<file path="config.mk">
export PLATFORM = sky130hd
export DESIGN_NAME = tx_edge_shaping_config
export DESIGN_NICKNAME = d
export VERILOG_FILES = /design/src/core/tx_shaping_pkg.sv /design/src/core/edge_step_if.sv /design/src/core/edge_stepper.sv /design/src/core/tx_edge_shaping_config.sv
export SDC_FILE = /design/constraint.sdc
export NUM_CORES = 1
export LEC_CHECK = 0
export BUFFER_PORTS_ARGS = -buffer_cell sky130_fd_sc_hd__buf_2
export CORE_MARGIN = 2
export CORE_UTILIZATION = 40
export CTS_CLUSTER_SIZE = 14
export DETAILED_ROUTE_END_ITERATION = 10
export PLACE_DENSITY = 0.66
export REMOVE_ABC_BUFFERS = 1
export SYNTH_ARGS = -nofsm -noshare
export SYNTH_HDL_FRONTEND = slang
export SYNTH_SLANG_ARGS = --single-unit
export TNS_END_PERCENT = 5
</file>
<file path="constraint.sdc">
create_clock -name aclk -period 5.6 [get_ports aclk]
set_clock_uncertainty 0.2 [all_clocks]
set_input_delay 1.4 -clock aclk [delete_from_list [all_inputs] [get_ports aclk]]
set_output_delay 1.4 -clock aclk [all_outputs]
set_load 0.02 [all_outputs]
</file>
<file path="src/core/tx_shaping_pkg.sv">
/*
  constants for the type A transmit edge shaping configuration block:
  register indices, field positions, reset values, edge kind codes, states.
  assumes nothing of its surroundings.
*/
package tx_shaping_pkg;

  ////////////////////////////////////////////////////////////////////////////
  // register indices (byte address is four times the index)
  localparam int          ADDR_W                 = 12;
  localparam logic [7:0]  IDX_PROFILE_106K       = 8'h16;
  localparam logic [7:0]  IDX_DURATION_106K      = 8'h17;
  localparam logic [7:0]  IDX_DEPTH_212K         = 8'h18;
  localparam logic [7:0]  IDX_KIND_212K          = 8'h19;
  localparam logic [7:0]  IDX_PROFILE_212K       = 8'h1a;
  localparam logic [7:0]  IDX_STATUS             = 8'h20;

  ////////////////////////////////////////////////////////////////////////////
  // reset values
  localparam logic [7:0]  RST_PROFILE_106K       = 8'h00;
  localparam logic [7:0]  RST_DURATION_106K      = 8'h00;
  localparam logic [7:0]  RST_DEPTH_212K         = 8'h00;
  localparam logic [7:0]  RST_KIND_212K          = 8'h00;
  localparam logic [7:0]  RST_PROFILE_212K       = 8'h00;

  ////////////////////////////////////////////////////////////////////////////
  // field positions and writable masks
  localparam int          FALL_KIND_LSB          = 4;
  localparam int          RISE_KIND_LSB          = 0;
  localparam int          FALL_PROF_LSB          = 4;
  localparam int          RISE_PROF_LSB          = 0;
  localparam int          DUR_DOUBLE_BIT         = 7;
  localparam int          DUR_COUNT_LSB          = 0;
  localparam int          STAT_BUSY_BIT          = 7;
  localparam int          STAT_BAD_LSB           = 8;
  localparam logic [7:0]  PROFILE_MASK           = 8'h77;
  localparam logic [7:0]  DURATION_MASK          = 8'h9f;

  ////////////////////////////////////////////////////////////////////////////
  // edge kind codes
  localparam logic [3:0]  KIND_RAMP_ONE          = 4'h1;
  localparam logic [3:0]  KIND_RAMP_THREE        = 4'h3;
  localparam logic [3:0]  KIND_LUT_FIXED         = 4'h4;
  localparam logic [3:0]  KIND_LUT_ADAPT_CORR    = 4'h5;
  localparam logic [3:0]  KIND_LUT_ADAPT_NOCORR  = 4'h6;

  ////////////////////////////////////////////////////////////////////////////
  // carrier cycles per transition state
  localparam logic [1:0]  CYC_SINGLE             = 2'h1;
  localparam logic [1:0]  CYC_DOUBLE             = 2'h2;

  ////////////////////////////////////////////////////////////////////////////
  // axi responses
  localparam logic [1:0]  RESP_OKAY              = 2'h0;
  localparam logic [1:0]  RESP_SLVERR            = 2'h2;

  typedef enum logic [1:0]
  {
    EDGE_FALL_106K = 2'b00,
    EDGE_RISE_106K = 2'b01,
    EDGE_FALL_212K = 2'b10,
    EDGE_RISE_212K = 2'b11
  } edge_sel_t;

  typedef enum logic [1:0]
  {
    ST_IDLE   = 2'b00,
    ST_FIRST  = 2'b01,
    ST_SECOND = 2'b10
  } step_state_t;

endpackage : tx_shaping_pkg

</file>
<file path="src/core/edge_step_if.sv">
/*
  carrier between the configuration block and its edge stepper.
  assumes one clock shared by both ends.
*/
`timescale 1ns/1ps
`default_nettype none

interface edge_step_if;
  logic       start;
  logic       carrier_tick;
  logic       double_len;
  logic [4:0] state_count;
  logic       busy;
  logic [4:0] step_index;
  logic       done;

  modport ctl     (output start, carrier_tick, double_len, state_count,
                   input busy, step_index, done);
  modport stepper (input start, carrier_tick, double_len, state_count,
                   output busy, step_index, done);
endinterface : edge_step_if

`default_nettype wire

</file>
<file path="src/core/edge_stepper.sv">
/*
  walks the transition states of one edge, one or two carrier cycles each.
  assumes carrier_tick is a one-cycle pulse per carrier cycle.
*/
`timescale 1ns/1ps
`default_nettype none

module edge_stepper
  import tx_shaping_pkg::*;
(
  // clock and reset
  input  wire logic   aclk,
  input  wire logic   aresetn,
  // control
  edge_step_if.stepper st
);

  step_state_t state;
  step_state_t next_state;
  logic        dbl;
  logic [4:0]  last_index;
  logic        last_state;
  logic        advance;
  logic [1:0]  tick_in_state;

  assign last_state = (st.step_index == last_index);
  assign advance    = st.carrier_tick && ((state == ST_SECOND) || (state == ST_FIRST && !dbl));
  assign st.busy    = (state != ST_IDLE);

  always_comb
  begin
    next_state = state;
    case (state)
      ST_IDLE:   if (st.start && st.state_count != 5'h00) next_state = ST_FIRST;
      ST_FIRST:  if (st.carrier_tick) next_state = dbl ? ST_SECOND : (last_state ? ST_IDLE : ST_FIRST);
      ST_SECOND: if (st.carrier_tick) next_state = last_state ? ST_IDLE : ST_FIRST;
      default:   next_state = ST_IDLE;
    endcase
  end

  always_ff @(posedge aclk)
  begin
    if (!aresetn)
    begin
      state         <= ST_IDLE;
      dbl           <= 1'b0;
      last_index    <= 5'h00;
      st.step_index <= 5'h00;
      st.done       <= 1'b0;
    end
    else
    begin
      state   <= next_state;
      st.done <= advance && last_state;
      if (state == ST_IDLE && st.start)
      begin
        dbl           <= st.double_len;
        last_index    <= st.state_count - 5'h01;
        st.step_index <= 5'h00;
      end
      else if (advance && !last_state)
        st.step_index <= st.step_index + 5'h01;
    end
  end

  // helper: carrier ticks seen in the current state
  always_ff @(posedge aclk)
  begin
    if (!aresetn)
      tick_in_state <= 2'h0;
    else if (advance || state == ST_IDLE)
      tick_in_state <= 2'h0;
    else if (st.carrier_tick)
      tick_in_state <= tick_in_state + 2'h1;
  end
endmodule : edge_stepper

`default_nettype wire

</file>
<file path="src/core/tx_edge_shaping_config.sv">
/*
  type A transmit edge shaping configuration: axi4-lite register file,
  decode of edge kinds and profiles for both rates, and the edge stepper.
  assumes a single clock; edge_kind_106k and carrier_tick come from
  logic synchronous to aclk.
*/
`timescale 1ns/1ps
`default_nettype none

module tx_edge_shaping_config
  import tx_shaping_pkg::*;
(
  // clock and reset
  input  wire logic              aclk,
  input  wire logic              aresetn,
  // axi4-lite write address
  input  wire logic [ADDR_W-1:0] s_axi_awaddr,
  input  wire logic              s_axi_awvalid,
  output logic                   s_axi_awready,
  // axi4-lite write data
  input  wire logic [31:0]       s_axi_wdata,
  input  wire logic [3:0]        s_axi_wstrb,
  input  wire logic              s_axi_wvalid,
  output logic                   s_axi_wready,
  // axi4-lite write response
  output logic [1:0]             s_axi_bresp,
  output logic                   s_axi_bvalid,
  input  wire logic              s_axi_bready,
  // axi4-lite read address
  input  wire logic [ADDR_W-1:0] s_axi_araddr,
  input  wire logic              s_axi_arvalid,
  output logic                   s_axi_arready,
  // axi4-lite read data
  output logic [31:0]            s_axi_rdata,
  output logic [1:0]             s_axi_rresp,
  output logic                   s_axi_rvalid,
  input  wire logic              s_axi_rready,
  // configuration held outside this block
  input  wire logic [7:0]        edge_kind_106k,
  // edge timing
  input  wire logic              type_a_212k_rate,
  input  wire logic              edge_start,
  input  wire logic              carrier_tick,
  // decoded edge settings, one lane per edge_sel_t
  output logic [3:0]             fw_ramp,
  output logic [7:0]             ramp_count,
  output logic [11:0]            time_const,
  output logic [3:0]             lut_mode,
  output logic [3:0]             pa_supply_adapt,
  output logic [3:0]             pa_supply_correct,
  output logic [7:0]             lut_index,
  output logic [3:0]             kind_invalid,
  // modulation level and edge progress
  output logic [7:0]             residual_level_212k,
  output logic                   edge_busy,
  output logic [4:0]             edge_state,
  output logic                   edge_done
);

  ////////////////////////////////////////////////////////////////////////////
  // registers
  logic [7:0] edge_profile_cfg_106k;
  logic [7:0] edge_duration_cfg_106k;
  logic [7:0] modulation_depth_212k;
  logic [7:0] edge_kind_sel_212k;
  logic [7:0] edge_profile_cfg_212k;

  logic              aw_held;
  logic              w_held;
  logic [ADDR_W-1:0] aw_addr;
  logic [31:0]       w_data;
  logic [3:0]        w_strb;
  logic              do_write;
  logic              wr_hit;
  logic [7:0]        wr_idx;
  logic [7:0]        rd_idx;
  logic              rd_hit;
  logic [31:0]       rd_word;
  logic [31:0]       status_word;

  assign s_axi_awready = !aw_held && !s_axi_bvalid;
  assign s_axi_wready  = !w_held && !s_axi_bvalid;
  assign s_axi_arready = !s_axi_rvalid;
  assign do_write      = aw_held && w_held && !s_axi_bvalid;
  assign wr_idx        = aw_addr[9:2];
  assign rd_idx        = s_axi_araddr[9:2];
  assign wr_hit        = (aw_addr[ADDR_W-1:10] == '0) && (wr_idx >= IDX_PROFILE_106K) && (wr_idx <= IDX_PROFILE_212K);
  assign rd_hit        = (s_axi_araddr[ADDR_W-1:10] == '0)
                         && (((rd_idx >= IDX_PROFILE_106K) && (rd_idx <= IDX_PROFILE_212K)) || rd_idx == IDX_STATUS);

  always_ff @(posedge aclk)
  begin
    if (!aresetn)
    begin
      aw_held <= 1'b0;
      w_held  <= 1'b0;
      aw_addr <= '0;
      w_data  <= 32'h0000_0000;
      w_strb  <= 4'h0;
    end
    else
    begin
      if (s_axi_awvalid && s_axi_awready)
      begin
        aw_held <= 1'b1;
        aw_addr <= s_axi_awaddr;
      end
      else if (do_write)
        aw_held <= 1'b0;
      if (s_axi_wvalid && s_axi_wready)
      begin
        w_held <= 1'b1;
        w_data <= s_axi_wdata;
        w_strb <= s_axi_wstrb;
      end
      else if (do_write)
        w_held <= 1'b0;
    end
  end

  always_ff @(posedge aclk)
  begin
    if (!aresetn)
    begin
      s_axi_bvalid <= 1'b0;
      s_axi_bresp  <= RESP_OKAY;
    end
    else if (do_write)
    begin
      s_axi_bvalid <= 1'b1;
      s_axi_bresp  <= wr_hit ? RESP_OKAY : RESP_SLVERR;
    end
    else if (s_axi_bready)
      s_axi_bvalid <= 1'b0;
  end

  // reserved bits are dropped on write and read back as zero
  always_ff @(posedge aclk)
  begin
    if (!aresetn)
    begin
      edge_profile_cfg_106k  <= RST_PROFILE_106K;
      edge_duration_cfg_106k <= RST_DURATION_106K;
      modulation_depth_212k  <= RST_DEPTH_212K;
      edge_kind_sel_212k     <= RST_KIND_212K;
      edge_profile_cfg_212k  <= RST_PROFILE_212K;
    end
    else if (do_write && wr_hit && w_strb[0])
    begin
      case (wr_idx)
        IDX_PROFILE_106K:  edge_profile_cfg_106k  <= w_data[7:0] & PROFILE_MASK;
        IDX_DURATION_106K: edge_duration_cfg_106k <= w_data[7:0] & DURATION_MASK;
        IDX_DEPTH_212K:    modulation_depth_212k  <= w_data[7:0];
        IDX_KIND_212K:     edge_kind_sel_212k     <= w_data[7:0];
        IDX_PROFILE_212K:  edge_profile_cfg_212k  <= w_data[7:0] & PROFILE_MASK;
        default:           edge_kind_sel_212k     <= edge_kind_sel_212k;
      endcase
    end
  end

  assign status_word = {20'h00000, kind_invalid, edge_busy, 2'b00, edge_state};

  always_comb
  begin
    rd_word = 32'h0000_0000;
    case (rd_idx)
      IDX_PROFILE_106K:  rd_word[7:0] = edge_profile_cfg_106k;
      IDX_DURATION_106K: rd_word[7:0] = edge_duration_cfg_106k;
      IDX_DEPTH_212K:    rd_word[7:0] = modulation_depth_212k;
      IDX_KIND_212K:     rd_word[7:0] = edge_kind_sel_212k;
      IDX_PROFILE_212K:  rd_word[7:0] = edge_profile_cfg_212k;
      IDX_STATUS:        rd_word      = status_word;
      default:           rd_word      = 32'h0000_0000;
    endcase
  end

  always_ff @(posedge aclk)
  begin
    if (!aresetn)
    begin
      s_axi_rvalid <= 1'b0;
      s_axi_rdata  <= 32'h0000_0000;
      s_axi_rresp  <= RESP_OKAY;
    end
    else if (s_axi_arvalid && s_axi_arready)
    begin
      s_axi_rvalid <= 1'b1;
      s_axi_rdata  <= rd_hit ? rd_word : 32'h0000_0000;
      s_axi_rresp  <= rd_hit ? RESP_OKAY : RESP_SLVERR;
    end
    else if (s_axi_rready)
      s_axi_rvalid <= 1'b0;
  end

  ////////////////////////////////////////////////////////////////////////////
  // edge kind and profile decode, one lane per edge
  logic [15:0] kind_code;
  logic [11:0] prof_field;

  assign kind_code  = {edge_kind_sel_212k[RISE_KIND_LSB +: 4], edge_kind_sel_212k[FALL_KIND_LSB +: 4],
                       edge_kind_106k[RISE_KIND_LSB +: 4], edge_kind_106k[FALL_KIND_LSB +: 4]};
  assign prof_field = {edge_profile_cfg_212k[RISE_PROF_LSB +: 3], edge_profile_cfg_212k[FALL_PROF_LSB +: 3],
                       edge_profile_cfg_106k[RISE_PROF_LSB +: 3], edge_profile_cfg_106k[FALL_PROF_LSB +: 3]};

  genvar e;
  generate
    for (e = 0; e < 4; e++)
    begin : g_edge
      logic [3:0] code;
      logic [2:0] field;
      logic       is_fw;
      logic       is_lut;
      assign code   = kind_code[4*e +: 4];
      assign field  = prof_field[3*e +: 3];
      assign is_fw  = (code >= KIND_RAMP_ONE) && (code <= KIND_RAMP_THREE);
      assign is_lut = (code >= KIND_LUT_FIXED) && (code <= KIND_LUT_ADAPT_NOCORR);

      always_ff @(posedge aclk)
      begin
        if (!aresetn)
        begin
          fw_ramp[e]           <= 1'b0;
          ramp_count[2*e +: 2] <= 2'h0;
          time_const[3*e +: 3] <= 3'h0;
          lut_mode[e]          <= 1'b0;
          pa_supply_adapt[e]   <= 1'b0;
          pa_supply_correct[e] <= 1'b0;
          lut_index[2*e +: 2]  <= 2'h0;
          kind_invalid[e]      <= 1'b0;
        end
        else
        begin
          fw_ramp[e]           <= is_fw;
          ramp_count[2*e +: 2] <= is_fw ? code[1:0] : 2'h0;
          time_const[3*e +: 3] <= is_fw ? field : 3'h0;
          lut_mode[e]          <= is_lut;
          pa_supply_adapt[e]   <= (code == KIND_LUT_ADAPT_CORR) || (code == KIND_LUT_ADAPT_NOCORR);
          pa_supply_correct[e] <= (code == KIND_LUT_ADAPT_CORR);
          lut_index[2*e +: 2]  <= is_lut ? field[1:0] : 2'h0;
          kind_invalid[e]      <= !is_fw && !is_lut;
        end
      end
    end
  endgenerate

  ////////////////////////////////////////////////////////////////////////////
  // residual level and edge stepper
  always_ff @(posedge aclk)
  begin
    if (!aresetn)
      residual_level_212k <= RST_DEPTH_212K;
    else
      residual_level_212k <= modulation_depth_212k;
  end

  edge_step_if step_bus ();

  assign step_bus.start        = edge_start;
  assign step_bus.carrier_tick = carrier_tick;
  assign step_bus.double_len   = edge_duration_cfg_106k[DUR_DOUBLE_BIT];
  assign step_bus.state_count  = edge_duration_cfg_106k[DUR_COUNT_LSB +: 5];
  assign edge_busy             = step_bus.busy;
  assign edge_state            = step_bus.step_index;
  assign edge_done             = step_bus.done;

  edge_stepper u_stepper
  (
    .aclk    (aclk),
    .aresetn (aresetn),
    .st      (step_bus.stepper)
  );
endmodule : tx_edge_shaping_config

`default_nettype wire

</file>
==> impl_metrics.yaml, run 1 <==
status:
  status: "completed"
sta:
  tightest_slew_ns: 0.838
  rsz0062_at_grt: "no"
  maxSlewViolCount: 0
  finalHoldViolCount: 0
  fin_crit_sh: 0.520
  period_needed_ns: 2.91
  layout_setup_ws_ns: 2.69
  fmaxAchievable_mhz: 343
  setup_tns_ns: 0
  relSlewSlack: 0.436
  hold_ws_ns: 0.253
  report.final.setup_viol: 0
final_layout:
  fin_util: 0.503
  final_nets: 813
  drive_above_1_share: 0.227
  syn_to_final_growth_pct: 22.8
  postLayoutCellArea_um2: 6690
  n_antenna_cell: 0
  final_cells: 921
detailed_routing:
  drt-total-wl_um: 12600
  firstDrtPassIters: 4
  drt_iter0_markers: 239
  route.detailed.drc: 0
  vias_per_cell: 4.87
  wl_per_cell_um: 13.6
  vias: 4489
  final_antenna_net_count: 0
cts:
  cts_setup_buffers: 0
  cts_hold_buf: 0
  cts_buffers: 17
  clock-sinks: 141
  cts_root_buf: "clkbuf_16"
  clk_pin_slew_ns: 0.05
  cts_buffer_depth: 2
  cts_resized: 0
  worstSkewPairLatency_ns: 0.42
  htree_levels: 4
  cts_tree: "built"
critical_path:
  cp_num_buf_inv: 2
  cp_slowest_cell: "dfxtp_1"
  required_ns: 4.00
  crit_family: "flip-flops"
  slowest_delay_ns: 0.37
  cp_cell_sequence: "nor2_1, inv_1, buf_2"
  startpoint_type: "register"
  end_kind: "output pin"
  worstPathMaxFanout: 7
  worstSetupPathType: "register to output pin"
  cp.arrival_ns: 1.31
synth:
  avgSynthCellArea_um2: 8.96
  yosysMostFrequentCell: "dfxtp_1"
  yosysWarnings: 0
  synth_cell_types: 47
  async_flop_share: 0
  synth_seq_area_share: 0.518
  synth_top_cell_area_share: 0.518
  yosysTopAreaCell: "dfxtp_1"
  synthFlopType: "dfxtp_1"
  syn_inst: 608
  syn_area_um2: 5450
  synth_common_cells: "141 x dfxtp_1, 94 x nand2_1, 42 x a21oi_1"
  synth.area.top_cells: "dfxtp_1 52%, nand2_1 6.5%, a21oi_1 3.9%, and2_1 3.6%, o21ai_0 3.5%"
  synth_seq_cells: 141
  synth_edf_count: 0
hold_path:
  hold_path_class: "register to register"
place:
  dp_hpwl_um: 9390
  gp_congestion: 0.859
  portBuffers: 127
  dp.cells: 889
  pre_cts_ws_ns: 2.26
  postPlaceCellArea_um2: 6110
run:
  cap_viol_max_count: 0
die:
  die_x_um: 121
  initial_utilization: 0.410
  fp.dieH_um: 121
  core_um2: 13300
  ios: 182
  row_count: 42
  die-area_um2: 14600
power:
  ir_worst_vdd_v: 0.000183
  internal_power_mw: 1.73
  p_sw_mw: 0.528
  p_leak_nw: 2.90
  power_density_nw_per_um2: 338
  power.share.sequential: 0.459
  total_power_mw: 2.26
  p_clk_frac: 0.483
  swShare: 0.233
  combinationalPowerShare: 0.058
global_route:
  overflow: 0
  grt_pass1_vias: 4271
  antenna_found_initial: 0
  grt_pass1_wl_um: 20400
  grt_usage: 0.178
  grt_max_degree: 59
cells by family (layout without fill, tap and decap cells):
| group | count (synthesis) | in the layout | synth area share |
|---|---|---|---|
| adders and majority gates | 3 | 3 | 0.00689 |
| AOI/OAI and AO/OA | 117 | 117 | 0.127 |
| DFF | 141 | 141 | 0.518 |
| and+or+nand+nor | 256 | 256 | 0.236 |
| other | 1 | 22 | 0.000688 |
| xor gates and xnor gates | 12 | 12 | 0.0193 |
| buffers and inverters | 63 | 179 | 0.0650 |
| muxes | 15 | 15 | 0.0276 |
flip-flops by register name (all words and copies together) (netlist names), 2 cells and up:
name,cells
u_stepper.last_index,5
fw_ramp,4
residual_level_212k,8
modulation_depth_212k,8
edge_profile_cfg_212k,6
time_const,12
pa_supply_correct,4
ramp_count,8
kind_invalid,4
u_stepper.st.step_index,5
u_stepper.state,2
s_axi_rdata,12
pa_supply_adapt,4
edge_duration_cfg_106k,6
edge_profile_cfg_106k,6
lut_mode,4
edge_kind_sel_212k,8
aw_addr,10
w_data,8
lut_index,8
tightest hold or removal path: stages (launching register included):
cell and delay, ns:
dfxtp_1 0.31, nand2_1 0.06, inv_1 0.04
final timing paths:
kind	slack (ns)	depth (start not counted)	start	end
min reg2reg	0.25	2	modulation_depth_212k[2]	residual_level_212k[2]
max reg2reg	3.23	4	aw_addr[8]	modulation_depth_212k[3]
max	2.69	3	u_stepper.state[0]	edge_busy
min	0.25	2	modulation_depth_212k[2]	residual_level_212k[2]
power by group through the flow:
stage	Sequential, mW	Clock (mW)	Combinational, mW
final	1.04	1.09	0.130
after global placement	1.06	0	0.127
after global routing	1.04	1.16	0.145
after CTS	1.04	1.11	0.130
after detailed placement	1.06	0	0.130
after floorplan	1.06	0	0.0695
cell usage in the layout (no fill, tap or decap), drive strengths merged, types with 3 or more instances in the layout:
cell	count
inv	21
nand3	34
dfxtp	141
a2bb2oi	3
mux2i	15
nor2b	8
xor2	6
and3	6
a21oi	42
nor2	42
buf	128
a22oi	7
nor4	6
nand3b	7
clkbuf	19
a211oi	12
ha	3
clkinvlp	4
nor3b	7
nand2	94
nor3	11
a221oi	5
and2	31
nand2b	4
xnor2	6
conb	22
clkinv	5
o21ai	40
layer usage:
layer	routed length, um	GRT usage	vias to the layer above
met3	750	0.0514	20
met2	5850	0.296	150
met5	0	0	-
li1	-	-	2289
met1	5710	0.218	2030
met4	238	0.0683	0
area by class of cell:
type                            instances  area (um2)
Clock buffer                           19         443
Clock inverter                         13         140
Fill cell                            1256        6610
Inverter                               19        71.3
Multi-Input combinational cell        425        2350
Sequential cell                       141        2820
Tap cell                              176         220
Timing Repair Buffer                  128         643
(Power assumes the default switching activity.)
==> inputs of run 2 (changes only) <==
Settings changed: PLACE_DENSITY 0.66 to 0.68.
Clock period 5.6 ns to 2.6 ns, I/O delays scaled along.
==> run 2 against run 1 <==
  * Clock power grew to 2.5 times the previous value
  * Final area grew 2.3%
  * Flip-flop and latch count did not move
  * Setup slack got worse by 2.4 ns
  * Sequential power up 110%
  * Clock-buffer cell count is 1 higher
==> impl_metrics.yaml, run 2 (synthesis results as in run 1) <==
sta:
  tightest_slew_ns: 0.779
  fmaxAchievable_mhz: 433
  layout_setup_ws_ns: 0.288
  rsz0062_at_grt: "no"
  maxSlewViolCount: 0
  relSlewSlack: 0.476
  finalHoldViolCount: 0
  fin_crit_sh: 0.889
  setup_tns_ns: 0
  period_needed_ns: 2.31
  report.final.setup_viol: 0
die:
  die-area_um2: 14600
  row_count: 42
  initial_utilization: 0.410
  fp.dieH_um: 121
  core_um2: 13300
  ios: 182
  die_x_um: 121
final_layout:
  final_nets: 822
  fill_cells: 1234
  drive_above_1_share: 0.235
  final_cell_mix: "141 x dfxtp_1, 127 x buf_2, 94 x nand2_1, 42 x a21oi_1, 41 x nor2_1"
  syn_to_final_growth_pct: 25.7
  largestRegisters: "s_axi_rdata x12, time_const x12, aw_addr x10"
  layout_commonest_cell: "dfxtp_1"
  n_antenna_cell: 0
detailed_routing:
  drt-total-wl_um: 12800
  firstDrtPassIters: 4
  vias: 4547
  vias_per_cell: 4.89
  wl_per_cell_um: 13.8
  final_antenna_net_count: 0
  drt_iter0_markers: 276
  route.detailed.drc: 0
global_route:
  overflow: 0
  grt_max_degree: 37
  antenna_found_initial: 0
  grt_pass1_vias: 4214
  grt_usage: 0.183
  grt_pass1_wl_um: 20900
critical_path:
  worstSetupPathType: "register to register"
  cp.arrival_ns: 2.39
  worstPathMaxFanout: 12
  end_kind: "register"
  required_ns: 2.68
  startpoint_type: "register"
place:
  pre_cts_ws_ns: 0.301
  dp_hpwl_um: 9630
  portBuffers: 127
  gp_congestion: 0.922
power:
  total_power_mw: 5.25
  ir_worst_vdd_v: 0.000396
  power_density_nw_per_um2: 767
  p_leak_nw: 3.00
cts:
  cts_setup_buffers: 0
  cts_root_buf: "clkbuf_16"
  cts_buffers: 17
  cts_resized: 0
  cts_tree: "built"
  clock-sinks: 141
  cts_hold_buf: 0
  cts_buffer_depth: 2
  worstSkewPairLatency_ns: 0.41
  htree_levels: 4
  clk_pin_slew_ns: 0.06
hold_path:
  hold_path_class: "input pin to register"
status:
  status: "completed"
run:
  cap_viol_max_count: 0
[run 2: cell types whose count changed in the layout (fill, tap and decap cells not counted)]
cell and change:
clkinv_2 -1, clkinvlp_4 -2, clkbuf_8 +1, buf_4 +9
bufinv_16 +4, clkinv_4 -1, inv_6 -2
[run 2: per-layer routing]
layer / vias up / part of all wire / GRT usage
met5: - / 0 / 0
met4: 0 / 0.013 / 0.0749
met3: 11 / 0.060 / 0.0467
met2: 158 / 0.48 / 0.299
met1: 2077 / 0.45 / 0.229
li1: 2301 / - / -
[run 2: report_power, final]
group          switching (mW)  internal, mW
Sequential             0.0308          2.20
Combinational           0.194        0.0947
Clock                   0.886          1.84
Total                    1.11          4.14
[run 2: cell type report]
class	instances	area, um2	area share
Clock buffer	20	457	0.0667
Inverter	19	71.3	0.0104
Multi-Input combinational cell	425	2350	0.343
Sequential cell	141	2820	0.412
Tap cell	176	220	0.0322
Timing Repair Buffer	137	711	0.104
Clock inverter	11	214	0.0313
[run 2: path summary, 6_finish.rpt]
kind	start	endpoint	slack [ns]	cells past startpoint
setup / recovery	aw_addr[8]	edge_profile_cfg_106k[5]	0.29	5
hold / removal	s_axi_rready	s_axi_rvalid	0.23	2
setup reg to reg	aw_addr[8]	edge_profile_cfg_106k[5]	0.29	5
hold reg to reg	s_axi_rdata[6]	s_axi_rdata[6]	0.25	2
[run 2: critical path, cell delays in order, from the launching register on]
cell	delay [ns]
dfxtp_1	0.31
or4_4	0.54
nor4_4	0.41
nand3_1	0.41
nand3_1	0.20
o21ai_0	0.10
[run 2: per-stage QoR]
stage | util | area, um2 | cells | hold WS [ns]
6_report | 0.515 | 6850 | 929 | 0.234
5_1_grt | 0.515 | 6850 | 929 | 0.218
4_1_cts | 0.515 | 6850 | 929 | 0.215
3_5_place_dp | 0.464 | 6170 | 898 | 0.244
3_3_place_gp | 0.464 | 6170 | 898 | 0.235
2_1_floorplan | - | 5240 | 585 | 0.222
==> inputs of run 3 (changes only) <==
Settings changed: BUFFER_PORTS_ARGS -buffer_cell sky130_fd_sc_hd__buf_2 to -buffer_cell sky130_fd_sc_hd__buf_4.
==> run 3 against run 2 <==
  * Combinational power rose by 9.7%
  * Flip-flop and latch count did not move
  * Fmax rose by 0.71%
  * Clock-buffer cell count did not move
  * First-iteration DRC count rose by 5.4%
  * Clock power fell by 14%
  * Critical path type unchanged
  * Largest cell class unchanged
  * Largest power group unchanged
==> impl_metrics.yaml, run 3 (synthesis results as in run 1) <==
status:
  status: "completed"
sta:
  maxSlewViolCount: 0
  report.final.setup_viol: 0
  period_needed_ns: 2.30
  tightest_slew_ns: 0.734
  fin_crit_sh: 0.883
  setup_tns_ns: 0
  fmaxAchievable_mhz: 436
  rsz0062_at_grt: "no"
  relSlewSlack: 0.506
  finalHoldViolCount: 0
critical_path:
  crit_cells: 5
  cp_slowest_cell: "or4_4"
  crit_end: "edge_profile_cfg_106k[6]"
  worstPathMaxFanout: 12
  cp_cell_sequence: "or4_4, nor4_4, nand3_1, nand3_1, o21ai_0"
  end_kind: "register"
  cp.arrival_ns: 2.37
  cpMostUsedCell: "nand3_1"
  worstSetupPathType: "register to register"
  cp_num_buf_inv: 0
  crit_family: "simple AND/OR/NAND/NOR gates"
  startpoint_type: "register"
  reg2reg_slack_ns: 0.30
  rr_worst_depth: 5
  startpoint: "aw_addr[8]"
  slowest_delay_ns: 0.54
  r2r_end: "edge_profile_cfg_106k[6]"
  required_ns: 2.68
  rr_startpoint: "aw_addr[8]"
die:
  initial_utilization: 0.410
  die-area_um2: 14600
  fp.dieH_um: 121
  die_x_um: 121
  core_um2: 13300
  row_count: 42
  ios: 182
global_route:
  antenna_found_initial: 0
  grt_max_degree: 57
  overflow: 0
  grt_pass1_wl_um: 20000
  grt_pass1_vias: 4205
  grt_usage: 0.175
cts:
  cts_hold_buf: 0
  cts_tree: "built"
  cts_root_buf: "clkbuf_16"
  cts_buffer_depth: 2
  htree_levels: 4
  cts_resized: 0
  cts_setup_buffers: 0
  clock-sinks: 141
  clk_pin_slew_ns: 0.06
  worstSkewPairLatency_ns: 0.41
  cts_buffers: 17
final_layout:
  syn_to_final_growth_pct: 29.9
  seq_area_um2: 2820
  drive_above_1_share: 0.233
  final_cell_mix: "141 x dfxtp_1, 134 x buf_4, 94 x nand2_1, 42 x a21oi_1, 41 x nor2_1"
  final_cells: 928
  multiInputGateArea_um2: 2350
  final_nets: 820
  fill_cells: 1243
  layout_commonest_cell: "dfxtp_1"
  largestRegisters: "s_axi_rdata x12, time_const x12, aw_addr x10"
  n_antenna_cell: 0
detailed_routing:
  drt-total-wl_um: 12700
  final_antenna_net_count: 0
  firstDrtPassIters: 5
  vias: 4506
  drt_iter0_markers: 291
  route.detailed.drc: 0
  wl_per_cell_um: 13.7
  vias_per_cell: 4.86
power:
  ir_worst_vdd_v: 0.000385
  p_leak_nw: 2.98
  power_density_nw_per_um2: 693
place:
  dp.cells: 896
  gp_congestion: 0.881
  portBuffers: 127
  dp_hpwl_um: 9650
run:
  cap_viol_max_count: 0
hold_path:
  hold_path_class: "input pin to register"
==> run 3: cell count changes in the layout (fill, tap and decap cells not counted), sizes merged <==
cell	before	now
inv	19	21
bufinv	6	2
clkinvlp	2	4
clkinv	3	4
buf	137	135
==> run 3: final cells by class <==
type / count / share of cell area
clock buffer: 20 / 0.0631
clock inverter: 12 / 0.0196
inverter: 19 / 0.0101
multi-input combinational: 425 / 0.332
sequential: 141 / 0.399
tap: 176 / 0.0311
timing repair buffer: 135 / 0.145
==> run 3: metal layers <==
layer / up-vias / wire [um] / track usage
li1: 2295 / - / -
met1: 2054 / 5780 / 0.214
met2: 147 / 6070 / 0.292
met3: 10 / 741 / 0.0467
met4: 0 / 113 / 0.0719
met5: - / 0 / 0
==> run 3: report_power, final <==
group	internal (mW)	switching, mW	leakage [nW]
clock network	1.44	0.909	0.273
registers	2.20	0.0313	1.14
logic	0.123	0.194	1.56
==> run 3: worst min-delay path by stage <==
stage                              to                     start  cells after the start
6_report                 s_axi_rvalid              s_axi_rready                      2
5_1_grt                  s_axi_rvalid              s_axi_rready                      2
4_1_cts                  s_axi_rvalid              s_axi_rready                      2
3_5_place_dp               aw_addr[8]                aw_addr[8]                      2
3_3_place_gp           s_axi_rdata[7]            s_axi_rdata[7]                      2
2_1_floorplan  residual_level_212k[0]  modulation_depth_212k[0]                      2
==> run 3: metrics by stage <==
step	power (mW)	cell area, um2	util	hold WS [ns]	setup slack (ns)
2_1_floorplan	2.44	5240	-	0.222	0.448
3_3_place_gp	2.59	6490	0.488	0.238	0.316
3_5_place_dp	2.60	6490	0.488	0.250	0.303
4_1_cts	4.95	7080	0.532	0.208	0.303
5_1_grt	5.09	7080	0.532	0.232	0.0988
6_report	4.90	7080	0.532	0.227	0.304
